`src/irq_queue_cfg.svh`:
```
`ifndef IRQ_QUEUE_CFG_SVH
`define IRQ_QUEUE_CFG_SVH

// Offset of the interrupt control port on the host bus.
`define CTRL_PORT_OFFSET   4'h1

// Values the host writes to the control port.
`define CMD_PREP_A         8'h02
`define CMD_PREP_B         8'h04
`define CMD_READ_CAUSE     8'h06

// Condition mask field positions.
`define COND_AXIS_LSB      0
`define COND_ALL_AXES      8
`define COND_POS_ERR       9
`define COND_LIMIT         10
`define COND_WATCHDOG      11
`define COND_RESERVED      12
`define COND_PROG_STOP     13
`define COND_CMD_DONE      14
`define COND_INPUT_EN      15

// Cause codes.
`define CODE_NONE          8'h00
`define CODE_AXIS_BASE     8'hD0
`define CODE_ALL_AXES      8'hD8
`define CODE_WATCHDOG      8'hD9
`define CODE_CMD_DONE      8'hDA
`define CODE_PROG_DONE     8'hDB
`define CODE_LIMIT         8'hC0
`define CODE_POS_ERR       8'hC8
`define CODE_INPUT_BASE    8'hE0
`define CODE_USER_BASE     8'hF0

// Reset values.
`define RST_COND_MASK      16'h0000
`define RST_INPUT_MASK     8'h00

`endif

```
`src/irq_queue_pkg.sv`:
```
package irq_queue_pkg;
  typedef logic [7:0]  cause_code_t;
  typedef logic [15:0] cond_mask_t;
  typedef logic [7:0]  input_mask_t;
  typedef enum logic [1:0] {
    PORT_IDLE,
    PORT_ARMED_A,
    PORT_READY
  } port_state_t;
endpackage

```
`src/cause_fifo.sv`:
```
`timescale 1ns/1ps
// In-order cause store; a push into a full store with no pop in the same cycle is dropped and flagged.
module cause_fifo #(
  parameter int WIDTH = 8,
  parameter int DEPTH = 8
) (
  input  wire logic             clk,
  input  wire logic             srst,
  input  wire logic             flush,
  input  wire logic             push,
  input  wire logic [WIDTH-1:0] push_data,
  input  wire logic             pop,
  output logic      [WIDTH-1:0] head_data,
  output logic                  empty,
  output logic                  full,
  output logic                  overflow
);
  localparam int AW = $clog2(DEPTH);

  logic [WIDTH-1:0] mem_q [DEPTH];
  logic [AW-1:0]    rd_q;
  logic [AW-1:0]    wr_q;
  logic [AW:0]      cnt_q;
  logic             do_push;
  logic             do_pop;

  assign empty     = (cnt_q == '0);
  assign full      = (cnt_q == (AW+1)'(DEPTH));
  assign do_pop    = pop && !empty;
  assign do_push   = push && (!full || do_pop);
  assign overflow  = push && full && !do_pop;
  assign head_data = mem_q[rd_q];

  always_ff @(posedge clk) begin
    if (do_push) begin
      mem_q[wr_q] <= push_data;
    end
  end

  always_ff @(posedge clk) begin
    if (srst || flush) begin
      rd_q  <= '0;
      wr_q  <= '0;
      cnt_q <= '0;
    end else begin
      if (do_push) begin
        wr_q <= (wr_q == AW'(DEPTH-1)) ? '0 : wr_q + 1'b1;
      end
      if (do_pop) begin
        rd_q <= (rd_q == AW'(DEPTH-1)) ? '0 : rd_q + 1'b1;
      end
      cnt_q <= cnt_q + (AW+1)'(do_push) - (AW+1)'(do_pop);
    end
  end
endmodule // cause_fifo

```
`src/host_interrupt_queue.sv`:
```
// Summary of operation
// - One interrupt request line goes to the host, asserted for enabled causes and for user interrupts, shared by all of them.
// - Pending causes wait in an eight-entry queue in order of occurrence; a cause pushed into a full queue with no same-cycle service read is lost and flagged.
// - Issuing the interrupt-enable command empties the whole pending queue.
// - Condition mask bits 0-7 are axis motion complete, 8 all axes, 9 position error, 10 limit, 11 watchdog, 12 reserved, 13 program stopped, 14 command done.
// - Condition mask bit 15 enables input interrupts, with a second mask selecting inputs one to eight.
// - The position error condition clears its own enable after firing once.
// - When one input interrupt fires, all selected inputs, that one included, are disabled until the enable command is reissued.
// - Sixteen user interrupts from a command are queued whatever the condition masks hold.
// - Cause codes are 00 none, D0-D7 axes, D8 all axes, C8 position error, C0 limit, D9 watchdog, DA command done, DB program done.
// - Input interrupts report E1 to E8 and user interrupts report F0 to FF.
// - An enabled condition drives the host request line high once the host has prepared the line.
`timescale 1ns/1ps
`include "irq_queue_cfg.svh"

module host_interrupt_queue
  import irq_queue_pkg::*;
#(
  parameter int QUEUE_DEPTH = 8,
  parameter int NUM_INPUTS  = 8
) (
  input  wire logic                  clk,
  input  wire logic                  srst,
  // Command side, same clock domain.
  input  wire logic                  irq_enable_command,
  input  wire logic [15:0]           irq_enable_cond_mask,
  input  wire logic [NUM_INPUTS-1:0] irq_enable_input_mask,
  input  wire logic                  user_irq_command,
  input  wire logic [3:0]            user_irq_number,
  // Condition event pulses from the motion core, same clock domain.
  input  wire logic [15:0]           cond_event,
  // Digital input pins, asynchronous.
  input  wire logic [NUM_INPUTS-1:0] digital_in,
  // Host bus.
  input  wire logic [3:0]            host_addr,
  input  wire logic                  host_wr,
  input  wire logic                  host_rd,
  input  wire logic [7:0]            host_wdata,
  output logic      [7:0]            host_rdata,
  output logic                       host_irq,
  output logic                       line_prepared,
  output logic                       queue_overflow
);
  cond_mask_t                cond_mask_q;
  logic [NUM_INPUTS-1:0]     input_mask_q;
  logic [NUM_INPUTS-1:0]     din_meta_q;
  logic [NUM_INPUTS-1:0]     din_sync_q;
  logic [NUM_INPUTS-1:0]     din_prev_q;
  logic [NUM_INPUTS-1:0]     din_rise;
  port_state_t               port_state_q;
  logic                      prepared_q;
  logic                      read_armed_q;
  logic [7:0]                host_rdata_q;
  logic                      overflow_q;
  logic                      port_sel;
  logic                      svc_read;
  logic                      push;
  cause_code_t               push_code;
  logic                      pos_err_fire;
  logic                      input_fire;
  logic                      q_empty;
  cause_code_t               q_head;
  logic                      q_overflow;

  // Two flops before any logic sees the pins; the edge detector reads only the second.
  // The edge flop idles low like the pins, so leaving reset cannot fake a rising edge.
  always_ff @(posedge clk) begin
    if (srst) begin
      din_meta_q <= '0;
      din_sync_q <= '0;
      din_prev_q <= '0;
    end else begin
      din_meta_q <= digital_in;
      din_sync_q <= din_meta_q;
      din_prev_q <= din_sync_q;
    end
  end
  assign din_rise = din_sync_q & ~din_prev_q;

  // Precedence is user, position error, limit, watchdog, command done, program done, all axes, axes, inputs.
  // Pick one cause per cycle; simultaneous lower-priority causes are dropped, a trade for a single-port queue.
  always_comb begin
    push      = 1'b0;
    push_code = `CODE_NONE;
    pos_err_fire = 1'b0;
    input_fire   = 1'b0;
    if (user_irq_command) begin
      push      = 1'b1;
      push_code = `CODE_USER_BASE | {4'h0, user_irq_number};
    end else if (cond_event[`COND_POS_ERR] && cond_mask_q[`COND_POS_ERR]) begin
      push         = 1'b1;
      push_code    = `CODE_POS_ERR;
      pos_err_fire = 1'b1;
    end else if (cond_event[`COND_LIMIT] && cond_mask_q[`COND_LIMIT]) begin
      push      = 1'b1;
      push_code = `CODE_LIMIT;
    end else if (cond_event[`COND_WATCHDOG] && cond_mask_q[`COND_WATCHDOG]) begin
      push      = 1'b1;
      push_code = `CODE_WATCHDOG;
    end else if (cond_event[`COND_CMD_DONE] && cond_mask_q[`COND_CMD_DONE]) begin
      push      = 1'b1;
      push_code = `CODE_CMD_DONE;
    end else if (cond_event[`COND_PROG_STOP] && cond_mask_q[`COND_PROG_STOP]) begin
      push      = 1'b1;
      push_code = `CODE_PROG_DONE;
    end else if (cond_event[`COND_ALL_AXES] && cond_mask_q[`COND_ALL_AXES]) begin
      push      = 1'b1;
      push_code = `CODE_ALL_AXES;
    end else if (|(cond_event[7:0] & cond_mask_q[7:0])) begin
      push = 1'b1;
      for (int i = 7; i >= 0; i--) begin
        if (cond_event[i] && cond_mask_q[i]) begin
          push_code = `CODE_AXIS_BASE | 8'(i);
        end
      end
    end else if (cond_mask_q[`COND_INPUT_EN] && |(din_rise & input_mask_q)) begin
      push       = 1'b1;
      input_fire = 1'b1;
      for (int i = NUM_INPUTS - 1; i >= 0; i--) begin
        if (din_rise[i] && input_mask_q[i]) begin
          push_code = `CODE_INPUT_BASE + 8'(i + 1);
        end
      end
    end
  end

  // Bit 12 is reserved; dropping it here keeps a stray set bit from ever arming a cause.
  localparam cond_mask_t COND_KEEP = ~(cond_mask_t'(1) << `COND_RESERVED);

  // A new enable command wins over the self-clearing of enables in the same cycle.
  // Any input that fires zeroes the whole input mask, so only a new enable command re-arms the inputs.
  always_ff @(posedge clk) begin
    if (srst) begin
      cond_mask_q  <= `RST_COND_MASK;
      input_mask_q <= `RST_INPUT_MASK;
    end else if (irq_enable_command) begin
      cond_mask_q  <= irq_enable_cond_mask & COND_KEEP;
      input_mask_q <= irq_enable_input_mask;
    end else begin
      if (pos_err_fire) begin
        cond_mask_q[`COND_POS_ERR] <= 1'b0;
      end
      if (input_fire) begin
        input_mask_q <= '0;
      end
    end
  end

  // Only the control port offset is decoded; reads and writes elsewhere are ignored.
  assign port_sel = (host_addr == `CTRL_PORT_OFFSET);
  // One write of 6 arms exactly one service read, so a repeated read cannot pop a second cause.
  assign svc_read = port_sel && host_rd && read_armed_q;

  // Tracks the 2-then-4 preparation sequence written by the host.
  always_ff @(posedge clk) begin
    if (srst) begin
      port_state_q <= PORT_IDLE;
    end else if (port_sel && host_wr) begin
      case (port_state_q)
        PORT_IDLE:    port_state_q <= (host_wdata == `CMD_PREP_A) ? PORT_ARMED_A : PORT_IDLE;
        PORT_ARMED_A: port_state_q <= (host_wdata == `CMD_PREP_B) ? PORT_READY :
                                      (host_wdata == `CMD_PREP_A) ? PORT_ARMED_A : PORT_IDLE;
        PORT_READY:   port_state_q <= (host_wdata == `CMD_PREP_A) ? PORT_ARMED_A : PORT_READY;
        default:      port_state_q <= PORT_IDLE;
      endcase
    end
  end
  // A fresh write of 2 restarts preparation, letting the host run the sequence again at any time.
  assign prepared_q = (port_state_q == PORT_READY);

  always_ff @(posedge clk) begin
    if (srst) begin
      read_armed_q <= 1'b0;
    end else if (port_sel && host_wr) begin
      read_armed_q <= (host_wdata == `CMD_READ_CAUSE);
    end else if (svc_read) begin
      read_armed_q <= 1'b0;
    end
  end

  // An unarmed read returns none and leaves the queue untouched.
  always_ff @(posedge clk) begin
    if (srst) begin
      host_rdata_q <= `CODE_NONE;
    end else if (svc_read) begin
      host_rdata_q <= q_empty ? `CODE_NONE : q_head;
    end else if (port_sel && host_rd) begin
      host_rdata_q <= `CODE_NONE;
    end
  end

  // Sticky until the next enable command; that command also flushes, so the clear wins over a same-cycle push.
  always_ff @(posedge clk) begin
    if (srst || irq_enable_command) begin
      overflow_q <= 1'b0;
    end else if (q_overflow) begin
      overflow_q <= 1'b1;
    end
  end

  // A push into a full queue with no same-cycle service read is lost; the sticky overflow flag tells the host that a cause went missing.
  cause_fifo #(
    .WIDTH (8),
    .DEPTH (QUEUE_DEPTH)
  ) u_queue (
    .clk       (clk),
    .srst      (srst),
    .flush     (irq_enable_command),
    .push      (push),
    .push_data (push_code),
    .pop       (svc_read),
    .head_data (q_head),
    .empty     (q_empty),
    .full      (),
    .overflow  (q_overflow)
  );

  assign host_rdata     = host_rdata_q;
  // The line stays low until the host has prepared it, even with causes waiting.
  assign host_irq       = prepared_q && !q_empty;
  assign line_prepared  = prepared_q;
  assign queue_overflow = overflow_q;
endmodule // host_interrupt_queue

```
`config.mk`:
```
export PLATFORM = sky130hd
export DESIGN_NAME = host_interrupt_queue
export DESIGN_NICKNAME = d
export VERILOG_FILES = /design/src/irq_queue_pkg.sv /design/src/cause_fifo.sv /design/src/host_interrupt_queue.sv
export VERILOG_INCLUDE_DIRS = /design/src
export SDC_FILE = /design/constraint.sdc
export NUM_CORES = 1
export LEC_CHECK = 0
export BUFFER_PORTS_ARGS = -buffer_cell sky130_fd_sc_hd__clkbuf_2
export CAP_MARGIN = 20
export CORE_MARGIN = 4
export CORE_UTILIZATION = 25
export DETAILED_ROUTE_END_ITERATION = 12
export PLACE_DENSITY = 0.51
export SLEW_MARGIN = 40
export SYNTH_ARGS = -nofsm -noshare
export SYNTH_HDL_FRONTEND = slang
export SYNTH_SLANG_ARGS = --single-unit
```
`constraint.sdc`:
```
create_clock -name clk -period 2.7 [get_ports clk]
set_input_delay 0 -clock clk [delete_from_list [all_inputs] [get_ports clk]]
set_output_delay 0 -clock clk [all_outputs]
set_load 0.01 [all_outputs]
```
==> metrics.txt <==
outcome=completed; CP endpoint kind=flip-flop; R2R depth=10; Min-Delay Startpoint=host_wdata[1]; Worst Hold End=port_state_q[0]; reg2reg end=u_queue.cnt_q[1]; aggregate global routing overflow=0; post-layout util=about a third; Worst-path clk slew=0.05 ns; drt pass-1 iters=4; share of cells above drive strength 1=roughly 27%; yosys warns=0; first-pass GRT wire length=approximately 20000 µm; WHS Path Cells=4; Min-Delay Path Class=input port to flip-flop; die width=roughly 150 µm; async set or reset register ratio after synthesis=0%; wire per inst=around 14 µm; # diodes=0; clock tree buffer depth=2; critical path arrival=~2.7 ns; Rel. slew slack=46.67%; Total GRT Usage=10.65%; startpoint class of the critical path=flip-flop; metal2 WL=about 6000 µm; io pins=81; Resized cells post-CTS=0; max-cap viol count=0; total CTS buffers=17; syn nets=between 400 and 500; clk_skew=0.01269 ns; Least-Margin Pin Slew=approximately 0.79 ns; Core Box Area=around 20000 µm²; number of global-route vias before repair=about 3800; Setup WS pre-CTS=roughly 0.32 ns; TritonCTS clock tree=built; die height=around 150 µm; final hold slack=0.07414 ns; synthesized area=roughly 5200 µm²; Leak=~2.7 nW; RSZ-0062 raised after global routing=false; WS Path Type=flip-flop to flip-flop; FP Rows=52; number of synthesized flops with an enable pin=56; starting density of the core=about a quarter; #FFs+latches synth=127; Met3 Wirelength=between 600 and 700 µm; # setup viols final=0; DR vias/cell=approximately 4.3; largest net degree at the start of global routing=slightly above 50; Top Metal Used=met4; full die area=~23000 µm²; Final TNS setup=0 ns; CTS root buffer=clkbuf_16; Fillers=~2000; CTS Sinks=approximately 130; DRC errors left=0; initial antenna violation count=0; ANT nets after route=0; Post-Syn Area per Cell=between 10 and 15 µm²; Reg-to-Reg Start=input_mask_q[5]; routed length on met1=5040 µm; clock latency at the later pin of the worst-skew pair=just over 0.4 ns; Final min period=2.392 ns; Req. time, crit path=slightly above 3 ns; dpl hpwl=roughly 8500 µm; port bufs=77; Max Transition Viols Final=0; period utilization=88.58%; Max Freq=between 400 and 500 MHz; Crit Path Max Fanout=10; Final Hold Fails=0; register area share after synthesis=between 50% and 60%; vias=3538; Final GP Congestion=roughly 0.73; cell area power density=~700 nW/µm²; flop2flop setup slack=slightly above 0.3 ns; Post-Synthesis Cells=roughly 410; Final #Nets=between 600 and 700; # H-tree levels=4; final setup margin=0.3084 ns; Worst VDD drop=0.0003935 V; Post-Route WL=11840 µm; number of DRC markers in iteration 0=between 100 and 150; post-synthesis cell type count=between 50 and 60; Main synth FF type=dfxtp_1; P&R area growth vs syn=32.60%
==> area by class of cell <==
cell class                 count  area (µm²)  area share, %
sequential                   127        3103          45.23
inverter                      15       61.31         0.8937
tap                          270       337.8          4.924
multi-input combinational    251        1938          28.25
timing repair buffer         126       843.3          12.29
clock buffer                  27       555.5          8.098
clock inverter                 4       21.27         0.3100
==> report_power, final <==
group | total, mW | internal, mW | switching, mW
combinational | 0.382 | 0.183 | 0.198
sequential | 2.14 | 2.10 | 0.0346
clock | 2.17 | 1.40 | 0.771
==> synthesized netlist by cell type (8+ instances only) <==
master	count	area, µm²
a22oi_1	8	60.06
ha_1	10	125.1
a21oi_1	22	110.1
nor2b_1	25	156.4
inv_1	14	52.55
clkbuf_1	9	33.78
mux4_2	14	315.3
nor2_1	44	165.2
mux2i_1	23	230.2
dfxtp_1	71	1421
nand2_1	23	86.33
edfxtp_1	56	1682
a22o_1	9	78.83
==> critical path, cell delays in order, from the launching register on <==
cell and delay [ns]:
dfxtp_1 0.31, and3b_1 0.19, a31oi_1 0.28, a41o_1 0.33, nand2_2 0.20, nand2b_4 0.17
inv_6 0.06, ha_1 0.19, inv_1 0.08, fa_1 0.42, nor2_1 0.10
==> layout by cell type (no fill, tap or decap), types with 8 or more instances in the layout <==
master,n
clkbuf_2,77
dfxtp_1,71
a22o_1,9
dlygate4sd3_1,36
edfxtp_1,56
a22oi_1,8
buf_4,13
mux4_2,14
a21oi_1,22
nor2_1,44
nor2b_1,25
mux2i_1,23
inv_1,14
clkbuf_16,19
ha_1,10
nand2_1,23
==> per-layer routing <==
metal  up-vias  track usage [%]
li1       1764                -
met1      1675            12.32
met2        82            18.20
met3        17            3.697
met4         0            4.067
met5         -                0
==> how the worst max path moves through the flow <==
stage,startpoint,to,slack [ns],depth (start not counted)
after detailed placement,cond_mask_q[0],u_queue.mem_q[6][3],0.32,5
final,input_mask_q[5],u_queue.cnt_q[1],0.31,10
after global placement,u_queue.cnt_q[2],u_queue.cnt_q[2],0.38,11
after global routing,cond_mask_q[6],u_queue.mem_q[4][3],0.03,5
after floorplan,din_prev_q[0],u_queue.mem_q[4][0],0.27,6
after CTS,cond_mask_q[0],u_queue.mem_q[4][3],0.28,5
==> cell families (layout without fill, tap and decap cells) <==
family	Yosys count	after routing	share of synthesized area, %
adders and majority gates	11	11	2.805
and+or+nand+nor	136	136	14.61
AOI/OAI and AO/OA	65	65	9.166
buffers and inverters	31	172	2.563
DFF	127	127	59.98
xor gates and xnor gates	2	2	0.3386
muxes	37	37	10.54
==> sequential cells by signal, summed over array words and instances (netlist names), named ones only <==
signal          cells
cond_mask_q        15
din_meta_q          8
din_prev_q          8
din_sync_q          8
host_rdata          7
input_mask_q        8
port_state_q        2
queue_overflow      1
read_armed_q        1
u_queue.cnt_q       4
u_queue.mem_q      56
u_queue.rd_q        3
u_queue.wr_q        3
==> through the flow <==
step	std cells	cell area, µm²	total power [mW]
after global placement	753	5923	2.506
after detailed placement	753	5923	2.524
after global routing	820	6860	4.876
final	820	6860	4.685
after floorplan	409	5174	2.378
after CTS	820	6860	4.740
==> what timing repair did <==
action	in CTS	in global routing
endpoints found under the hold margin	34	0
endpoints found under the setup margin	0	0
hold buffers	36	0
setup buffers	0	0
Power figures use the tool's default switching activity.
